<file path="config.mk">
export PLATFORM = sky130hd
export DESIGN_NAME = scc_conv_ctrl
export DESIGN_NICKNAME = d
export VERILOG_FILES = /design/src/pkg/scc_pkg.sv /design/src/pkg/scc_tick_if.sv /design/src/scc_sar_divider.sv /design/src/scc_conv_ctrl.sv
export SDC_FILE = /design/constraint.sdc
export NUM_CORES = 1
export LEC_CHECK = 0
export BUFFER_PORTS_ARGS = -buffer_cell sky130_fd_sc_hd__buf_4
export CORE_MARGIN = 5
export CORE_UTILIZATION = 35
export DETAILED_ROUTE_END_ITERATION = 16
export SLEW_MARGIN = 20
export SYNTH_ARGS = -nofsm -noshare
export SYNTH_HDL_FRONTEND = slang
export SYNTH_SLANG_ARGS = --single-unit
</file>
<file path="constraint.sdc">
create_clock -name clk_sys_i -period 3.9 [get_ports clk_sys_i]
set_input_delay 0.975 -clock clk_sys_i [delete_from_list [all_inputs] [get_ports clk_sys_i]]
set_output_delay 0.975 -clock clk_sys_i [all_outputs]
set_load 0.05 [all_outputs]
</file>
<file path="src/pkg/scc_pkg.sv">
package scc_pkg;

	// ************************************************************
	// Register addresses on the special function register port.
	// ************************************************************
	localparam logic [7:0] ADDR_CONFIG  = 8'hbc;
	localparam logic [7:0] ADDR_RES_LO  = 8'hbd;
	localparam logic [7:0] ADDR_RES_HI  = 8'hbe;
	localparam logic [7:0] ADDR_CONTROL = 8'he8;

	// ************************************************************
	// Values after reset.
	// ************************************************************
	localparam logic [7:0] CONFIG_RESET  = 8'hf9;
	localparam logic [7:0] CONTROL_RESET = 8'h00;
	localparam logic [7:0] RESULT_RESET  = 8'h00;

	// ************************************************************
	// Field positions of the configuration register.
	// ************************************************************
	localparam int CFG_DIV_MSB   = 7;
	localparam int CFG_DIV_LSB   = 3;
	localparam int CFG_LJST_BIT  = 2;
	localparam int CFG_8BIT_BIT  = 1;
	localparam int CFG_GAIN_BIT  = 0;

	// ************************************************************
	// Field positions of the control register.
	// ************************************************************
	localparam int CTL_EN_BIT    = 7;
	localparam int CTL_TRACK_BIT = 6;
	localparam int CTL_DONE_BIT  = 5;
	localparam int CTL_BUSY_BIT  = 4;
	localparam int CTL_SRC_MSB   = 2;
	localparam int CTL_SRC_LSB   = 0;

	// ************************************************************
	// Tracking delay in SAR clock cycles and result bit indices.
	// ************************************************************
	localparam logic [1:0] TRACK_DELAY_TICKS = 2'd3;
	localparam logic [3:0] RES_MSB_IDX       = 4'd9;
	localparam logic [3:0] LSB_IDX_10BIT     = 4'd0;
	localparam logic [3:0] LSB_IDX_8BIT      = 4'd2;

	// ************************************************************
	// Start-of-conversion sources.
	// ************************************************************
	typedef enum logic [2:0] {
		SRC_SOFTWARE = 3'b000,
		SRC_TIMER0   = 3'b001,
		SRC_TIMER2   = 3'b010,
		SRC_TIMER1   = 3'b011,
		SRC_EXT_PIN  = 3'b100,
		SRC_TIMER3   = 3'b101
	} scc_src_e;

	// ************************************************************
	// Sequencer states.
	// ************************************************************
	typedef enum logic [1:0] {
		ST_IDLE  = 2'b00,
		ST_DELAY = 2'b01,
		ST_CONV  = 2'b10
	} scc_state_e;

endpackage

</file>
<file path="src/pkg/scc_tick_if.sv">
`timescale 1ns/1ns
`default_nettype none

interface scc_tick_if;
	logic [4:0] div;
	logic       run;
	logic       tick;

	// Control side sets the ratio and receives SAR clock ticks.
	modport ctrl (output div, output run, input tick);
	// Divider side produces the ticks.
	modport gen (input div, input run, output tick);
endinterface

`default_nettype wire

</file>
<file path="src/scc_sar_divider.sv">
`timescale 1ns/1ns
`default_nettype none

module scc_sar_divider (
	// Clock and reset.
	input  wire logic clk_sys_i,
	input  wire logic rst_b_i,
	// Tick channel.
	scc_tick_if.gen   tk
);

	logic [4:0] cnt;

	// One tick every div+1 system clocks; held at zero while idle so
	// the first SAR period after a start is always a full one.
	always_ff @(posedge clk_sys_i or negedge rst_b_i) begin
		if (!rst_b_i) begin
			cnt <= 5'h00;
		end else if (!tk.run || cnt == tk.div) begin
			cnt <= 5'h00;
		end else begin
			cnt <= cnt + 5'h01;
		end
	end

	assign tk.tick = tk.run && (cnt == tk.div);

endmodule

`default_nettype wire

</file>
<file path="src/scc_conv_ctrl.sv">
`timescale 1ns/1ns
`default_nettype none

// ************************************************************
// Conversion control for the 10-bit SAR converter.
// ************************************************************

module scc_conv_ctrl (
	// Clock and reset.
	input  wire logic       clk_sys_i,
	input  wire logic       rst_b_i,
	// Special function register port.
	input  wire logic [7:0] sfr_addr_i,
	input  wire logic [7:0] sfr_wdata_i,
	input  wire logic       sfr_wr_i,
	input  wire logic       sfr_rd_i,
	output logic      [7:0] sfr_rdata_o,
	// Trigger sources.
	input  wire logic       t0_ovf_i,
	input  wire logic       t1_ovf_i,
	input  wire logic       t2_lo_ovf_i,
	input  wire logic       t2_hi_ovf_i,
	input  wire logic       t2_split8_i,
	input  wire logic       t3_lo_ovf_i,
	input  wire logic       t3_hi_ovf_i,
	input  wire logic       t3_split8_i,
	input  wire logic       external_convert_start_i,
	// Analog front end.
	input  wire logic       cmp_i,
	output logic      [9:0] sar_trial_o,
	output logic            track_o,
	output logic            analog_enable_o,
	output logic            input_gain_select_o,
	// Completion flag towards the interrupt controller.
	output logic            conversion_done_flag_o
);

	// ************************************************************
	// Reset release and register storage.
	// ************************************************************
	logic                  rst_meta_b;
	logic                  rst_b;
	logic [7:0]            converter_config_reg;
	logic [7:0]            result_high_byte;
	logic [7:0]            result_low_byte;
	logic                  converter_enable_bit;
	logic                  delayed_track_select;
	logic                  conversion_done_flag;
	logic [2:0]            start_source_select;
	scc_pkg::scc_state_e   state;
	logic [1:0]            delay_cnt;
	logic [3:0]            bit_idx;
	logic [9:0]            trial;
	logic [2:0]            ext_sync;
	logic                  ext_level;
	logic                  ext_rise;
	logic                  start_evt;
	logic                  sw_start;
	logic                  finish;
	logic                  busy;
	logic                  eight_bit_mode_sel;
	logic                  left_justify_select;
	logic [3:0]            last_idx;
	logic [9:0]            final_code;
	logic                  wr_cfg;
	logic                  wr_ctl;

	scc_tick_if tk ();

	// Reset is asserted at once and released through two flip-flops.
	always_ff @(posedge clk_sys_i or negedge rst_b_i) begin
		if (!rst_b_i) begin
			rst_meta_b <= 1'b0;
			rst_b      <= 1'b0;
		end else begin
			rst_meta_b <= 1'b1;
			rst_b      <= rst_meta_b;
		end
	end

	assign wr_cfg              = sfr_wr_i && (sfr_addr_i == scc_pkg::ADDR_CONFIG);
	assign wr_ctl              = sfr_wr_i && (sfr_addr_i == scc_pkg::ADDR_CONTROL);
	assign eight_bit_mode_sel  = converter_config_reg[scc_pkg::CFG_8BIT_BIT];
	assign left_justify_select = converter_config_reg[scc_pkg::CFG_LJST_BIT];
	assign busy                = (state != scc_pkg::ST_IDLE);

	// ************************************************************
	// SAR clock divider.
	// ************************************************************
	assign tk.div = converter_config_reg[scc_pkg::CFG_DIV_MSB:scc_pkg::CFG_DIV_LSB];
	assign tk.run = busy;

	scc_sar_divider u_div (
		.clk_sys_i (clk_sys_i),
		.rst_b_i   (rst_b),
		.tk        (tk)
	);

	// ************************************************************
	// External start pin: three stages, level accepted on agreement.
	// ************************************************************
	always_ff @(posedge clk_sys_i or negedge rst_b) begin
		if (!rst_b) begin
			ext_sync  <= 3'b000;
			ext_level <= 1'b0;
		end else begin
			ext_sync <= {ext_sync[1:0], external_convert_start_i};
			if (ext_sync[1] == ext_sync[2]) begin
				ext_level <= ext_sync[2];
			end
		end
	end

	// A glitch shorter than two clocks never reaches the edge detector.
	assign ext_rise = (ext_sync[1] == ext_sync[2]) && ext_sync[2] && !ext_level;

	// ************************************************************
	// Trigger selection.
	// ************************************************************
	assign sw_start = wr_ctl && sfr_wdata_i[scc_pkg::CTL_BUSY_BIT];

	// Timers 2 and 3 pick their byte overflow from their own width mode.
	always_comb begin
		unique case (start_source_select)
			scc_pkg::SRC_SOFTWARE: start_evt = sw_start;
			scc_pkg::SRC_TIMER0:   start_evt = t0_ovf_i;
			scc_pkg::SRC_TIMER2:   start_evt = t2_split8_i ? t2_lo_ovf_i : t2_hi_ovf_i;
			scc_pkg::SRC_TIMER1:   start_evt = t1_ovf_i;
			scc_pkg::SRC_EXT_PIN:  start_evt = ext_rise;
			scc_pkg::SRC_TIMER3:   start_evt = t3_split8_i ? t3_lo_ovf_i : t3_hi_ovf_i;
			default:               start_evt = 1'b0;
		endcase
	end

	// ************************************************************
	// Conversion sequencer.
	// ************************************************************
	assign last_idx   = eight_bit_mode_sel ? scc_pkg::LSB_IDX_8BIT : scc_pkg::LSB_IDX_10BIT;
	// Enable gates completion too, so a disable that lands on the last tick aborts cleanly.
	assign finish     = converter_enable_bit && (state == scc_pkg::ST_CONV) && tk.tick
	                    && (bit_idx == last_idx);
	assign final_code = cmp_i ? trial : (trial & ~(10'h001 << bit_idx));

	// Triggers arriving while busy are dropped; a new start needs idle.
	always_ff @(posedge clk_sys_i or negedge rst_b) begin
		if (!rst_b) begin
			state     <= scc_pkg::ST_IDLE;
			delay_cnt <= 2'd0;
			bit_idx   <= 4'd0;
			trial     <= 10'h000;
		end else if (!converter_enable_bit) begin
			state <= scc_pkg::ST_IDLE;
			trial <= 10'h000;
		end else begin
			unique case (state)
				scc_pkg::ST_IDLE: begin
					if (start_evt) begin
						delay_cnt <= 2'd0;
						bit_idx   <= scc_pkg::RES_MSB_IDX;
						trial     <= 10'h200;
						state     <= delayed_track_select ? scc_pkg::ST_DELAY
						                                  : scc_pkg::ST_CONV;
					end
				end
				scc_pkg::ST_DELAY: begin
					if (tk.tick) begin
						delay_cnt <= delay_cnt + 2'd1;
						if (delay_cnt == scc_pkg::TRACK_DELAY_TICKS - 2'd1) begin
							state <= scc_pkg::ST_CONV;
						end
					end
				end
				scc_pkg::ST_CONV: begin
					if (tk.tick) begin
						trial <= final_code;
						if (bit_idx == last_idx) begin
							state <= scc_pkg::ST_IDLE;
						end else begin
							bit_idx <= bit_idx - 4'd1;
							trial   <= final_code | (10'h001 << (bit_idx - 4'd1));
						end
					end
				end
				default: state <= scc_pkg::ST_IDLE;
			endcase
		end
	end

	// ************************************************************
	// Tracking and analog controls.
	// ************************************************************
	always_comb begin
		if (!converter_enable_bit) begin
			track_o = 1'b0;
		end else if (start_source_select == scc_pkg::SRC_EXT_PIN && !delayed_track_select) begin
			track_o = !busy && !ext_level;
		end else begin
			track_o = (state != scc_pkg::ST_CONV);
		end
	end

	assign analog_enable_o     = converter_enable_bit;
	assign input_gain_select_o = converter_config_reg[scc_pkg::CFG_GAIN_BIT];
	assign sar_trial_o         = trial;

	// ************************************************************
	// Configuration register.
	// ************************************************************
	always_ff @(posedge clk_sys_i or negedge rst_b) begin
		if (!rst_b) begin
			converter_config_reg <= scc_pkg::CONFIG_RESET;
		end else if (wr_cfg) begin
			converter_config_reg <= sfr_wdata_i;
		end
	end

	// ************************************************************
	// Control register bits.
	// ************************************************************
	always_ff @(posedge clk_sys_i or negedge rst_b) begin
		if (!rst_b) begin
			converter_enable_bit <= scc_pkg::CONTROL_RESET[scc_pkg::CTL_EN_BIT];
			delayed_track_select <= scc_pkg::CONTROL_RESET[scc_pkg::CTL_TRACK_BIT];
			start_source_select  <= scc_pkg::CONTROL_RESET[scc_pkg::CTL_SRC_MSB:scc_pkg::CTL_SRC_LSB];
		end else if (wr_ctl) begin
			converter_enable_bit <= sfr_wdata_i[scc_pkg::CTL_EN_BIT];
			delayed_track_select <= sfr_wdata_i[scc_pkg::CTL_TRACK_BIT];
			start_source_select  <= sfr_wdata_i[scc_pkg::CTL_SRC_MSB:scc_pkg::CTL_SRC_LSB];
		end
	end

	// Completion wins over a software clear in the same cycle.
	always_ff @(posedge clk_sys_i or negedge rst_b) begin
		if (!rst_b) begin
			conversion_done_flag <= scc_pkg::CONTROL_RESET[scc_pkg::CTL_DONE_BIT];
		end else if (finish) begin
			conversion_done_flag <= 1'b1;
		end else if (wr_ctl) begin
			conversion_done_flag <= sfr_wdata_i[scc_pkg::CTL_DONE_BIT];
		end
	end

	assign conversion_done_flag_o = conversion_done_flag;

	// ************************************************************
	// Result bytes, formatted at completion.
	// ************************************************************
	always_ff @(posedge clk_sys_i or negedge rst_b) begin
		if (!rst_b) begin
			result_high_byte <= scc_pkg::RESULT_RESET;
			result_low_byte  <= scc_pkg::RESULT_RESET;
		end else if (finish) begin
			if (eight_bit_mode_sel) begin
				result_high_byte <= final_code[9:2];
				result_low_byte  <= 8'h00;
			end else if (left_justify_select) begin
				result_high_byte <= final_code[9:2];
				result_low_byte  <= {final_code[1:0], 6'h00};
			end else begin
				result_high_byte <= {6'h00, final_code[9:8]};
				result_low_byte  <= final_code[7:0];
			end
		end else begin
			if (sfr_wr_i && sfr_addr_i == scc_pkg::ADDR_RES_HI) begin
				result_high_byte <= sfr_wdata_i;
			end
			if (sfr_wr_i && sfr_addr_i == scc_pkg::ADDR_RES_LO) begin
				result_low_byte <= sfr_wdata_i;
			end
		end
	end

	// ************************************************************
	// Read data, registered; unmapped addresses return zero.
	// ************************************************************
	always_ff @(posedge clk_sys_i or negedge rst_b) begin
		if (!rst_b) begin
			sfr_rdata_o <= 8'h00;
		end else if (sfr_rd_i) begin
			unique case (sfr_addr_i)
				scc_pkg::ADDR_CONFIG:  sfr_rdata_o <= converter_config_reg;
				scc_pkg::ADDR_RES_HI:  sfr_rdata_o <= result_high_byte;
				scc_pkg::ADDR_RES_LO:  sfr_rdata_o <= result_low_byte;
				scc_pkg::ADDR_CONTROL: sfr_rdata_o <= {converter_enable_bit,
				                                       delayed_track_select,
				                                       conversion_done_flag,
				                                       busy, 1'b0,
				                                       start_source_select};
				default:               sfr_rdata_o <= 8'h00;
			endcase
		end
	end

endmodule

`default_nettype wire

</file>
==> summary.md <==
| Metric | Value |
|---|---|
| Status | `finished, final reports clean` |
| Post-synthesis sequential area ratio | `between 40% and 50%` |
| Mux contribution to synthesized area | `under 10%` |
| Fin crit share | `around three quarters` |
| Max cap viols | `0` |
| RR Startpoint | `analog_enable_o$_DFFE_PN0P_` |
| Die ar. | `between 0.01 and 0.015 mm2` |
| Simple-gate share of the synthesized area | `16.1%` |
| Number of synthesized register bits | `67` |
| CP Capture Type | `flop` |
| Mapped Avg Cell Area | `about 10 um2` |
| Asr flop ratio synth | `between 90% and 100%` |
| Vias in the first global route | `about 3000` |
| Compound-gate portion of the synthesized area | `between 10% and 20%` |
| Filler instances | `between 1000 and 1500` |
| Final ANT Viol Nets | `0` |
| Post-synth EDFFs | `0` |
| Hold Buf Count CTS | `0` |
| Die Y | `between 100 and 150 um` |
| Final HPWL DP | `between 7000 and 8000 um` |
| Clock Skew | `0.00862 ns` |
| Critical path fanouts, max | `23` |
| Synth unique cells | `57` |
| CTS max path bufs | `2` |
| Ys Warns | `0` |
| Min-Delay Path Class | `flop to asynchronous set/reset pin` |
| RSZ-0062 raised after global routing | `no` |
| Initial DRT Pass Iterations | `5` |
| Layout Nets | `463` |
| Post-Place Worst Slack | `between 0.9 and 1 ns` |
| Fmax | `roughly 0.35 GHz` |
| Port Buffers | `51` |
| Placeable Area | `0.0103 mm2` |
| First-pass GRT wire length | `roughly 16000 um` |
| Antenna violations before repair | `0` |
| Max reg flops | `10` |
| Total global-route track usage | `between 15 and 20%` |
| Xor/xnor share of the synthesized area | `under 10%` |
| Post-synthesis adder-cell area fraction | `under 10%` |
| Top cells by area, synth | `dfrtp_1, mux2_2, dfstp_2` |
| Setup_tns | `0 ns` |
| TritonCTS Sinks | `between 60 and 70` |
| DR vias/cell | `approximately 5.4` |
| Relative slew slack | `between 40% and 50%` |
| LEAKAGE | `approximately 1.9 nW` |
| Synth Flop Type | `dfrtp_1` |
| Max H-tree Level | `3` |
| Iter 0 DRT Violations | `about 240` |
| Io pins | `52` |
| Yosys top cell area share | `41.5%` |
| Worst R2R End | `result_low_byte[7]$_DFFE_PN0P_` |
| Startpoint Class | `flop` |
| CTS tree | `yes` |
| Rows | `37` |
| PnR worst setup slack | `just over 1 ns` |
| CP Class | `flop to flop` |
| Worst-Skew Late Latency | `about 0.36 ns` |
| Post CTS Setup Buffer Count | `0` |
| RD Place Congestion | `about 0.85` |
| DRC violations left | `0` |
| R2R Setup Slk | `1.04 ns` |
| Vias | `3060` |
| Share of post-route cells with drive strength above 1 | `a little over a quarter` |
| CP startpoint | `analog_enable_o$_DFFE_PN0P_` |
| WL final | `slightly below 10000 um` |
| PwrDens | `~370 mW/mm2` |
| Worst-path clk slew | `roughly 0.080 ns` |
| Root Driver | `clkbuf_8` |
| Final hold violations | `0` |
| WL/cell | `roughly 17 um` |
| Largest area contributor in the netlist | `dfrtp_1` |
| Peak supply drop | `0.000143 V` |
| Largest net degree at the start of global routing | `49` |
| Num CTS Buffers | `9` |
| Number of diodes | `0` |
| GR Overflow Total | `0` |
| Least-Margin Pin Slew | `0.759 ns` |
| Die W | `roughly 110 um` |
| FF-to-FF path depth | `7` |
| Final setup viols | `0` |
| Largest family of logic cells by synthesized area | `compound AO/OA/AOI/OAI gates` |
| CP arrival | `roughly 3.1 ns` |
| WP data required | `~4.2 ns` |
| Max Transition Viols Final | `0` |
| Minimum clock period | `between 2 and 3 ns` |
| CTS resizes | `0` |
| Initial core utilization | `a little over a third` |
| Syn Std Cell Area | `0.00368 mm2` |
| Synth Net Count | `roughly 420` |
| Cells after Synth | `about 380` |
| Area overhead of the layout relative to synthesis | `20.0%` |
report_power, final:
part | leakage [nW] | switching, W | internal [W]
sequential | 0.874 | 0.0000323 | 0.000724
combinational | 0.932 | 0.0000942 | 0.0000758
clock | 0.121 | 0.000282 | 0.000427
total | 1.93 | 0.000408 | 0.00123
cell usage in the layout, fill, tap and decap left out, types with 11 or more instances in the layout:
cell / count
a21oi_1: 21
dfrtp_1: 60
nor3_1: 11
o22ai_1: 12
nand2_1: 40
mux2_2: 27
inv_1: 22
nor2_1: 19
buf_4: 56
o21ai_0: 21
nand3_1: 15
cell usage after synthesis (8+ instances only):
master,n
a22o_1,8
dfrtp_1,61
o22ai_1,12
nand3_1,15
nand2_1,40
nor2_1,19
nor3_1,11
o21ai_0,21
ha_1,9
mux2_2,27
inv_1,22
a21oi_1,21
clkbuf_1,14
worst max-delay path by stage:
stage | slack, ns | cells after the start | end
floorplan | 1.28 | 7 | sar_trial_o[0]$_DFFE_PN0P_
global placement | 0.92 | 9 | sar_trial_o[2]$_DFFE_PN0P_
detailed placement | 0.91 | 9 | sar_trial_o[6]$_DFFE_PN0P_
CTS | 1.05 | 7 | result_low_byte[7]$_DFFE_PN0P_
global route | 0.82 | 7 | result_low_byte[1]$_DFFE_PN0P_
finish | 1.04 | 7 | result_low_byte[7]$_DFFE_PN0P_
worst max-delay path: stages (launching register included):
cell and delay, ns:
dfrtp_1 0.63, nand3b_1 0.14, buf_4 0.22, nor3_2 0.29, or3b_1 0.71, nand2_1 0.56, nor2_1 0.09, a31oi_1 0.15
layer usage:
layer	share of wire, %	track usage [%]	vias to the layer above
met5	0	0	-
met4	2.0	5.29	0
met3	4.8	3.29	14
met2	48	24.2	91
met1	45	20.7	1494
li1	-	-	1461
layout make-up:
| cell class | instances | area, um2 | share of cell area, % |
|---|---|---|---|
| sequential | 67 | 1690 | 38.2 |
| tap | 136 | 170 | 3.85 |
| multi-input combinational | 267 | 1810 | 41.0 |
| clock inverter | 6 | 113 | 2.55 |
| timing repair buffer | 57 | 428 | 9.69 |
| clock buffer | 10 | 128 | 2.89 |
| inverter | 22 | 82.6 | 1.87 |
logic make-up (layout without fill, tap and decap cells):
| group | Yosys count | in the layout |
|---|---|---|
| DFF | 67 | 67 |
| AOI/OAI and AO/OA | 97 | 97 |
| other | 1 | 1 |
| and+or+nand+nor | 116 | 116 |
| adders and majority gates | 9 | 9 |
| xor gates and xnor gates | 11 | 11 |
| buffers and inverters | 44 | 95 |
| muxes | 33 | 33 |
stage by stage:
| stage | hold WS (ns) | instances | total power [W] | utilization [%] | area, um2 |
|---|---|---|---|---|---|
| final | 0.205 | 565 | 0.00163 | 43.0 | 4410 |
| after global routing | 0.241 | 565 | 0.00169 | 43.0 | 4410 |
| after CTS | 0.225 | 564 | 0.00165 | 42.9 | 4410 |
| after floorplan | 0.331 | 378 | 0.000873 | - | 3680 |
| after detailed placement | 0.222 | 548 | 0.000939 | 40.5 | 4170 |
| after global placement | 0.215 | 548 | 0.000934 | 40.5 | 4170 |
Note: power is estimated with default switching activity, not from simulation.
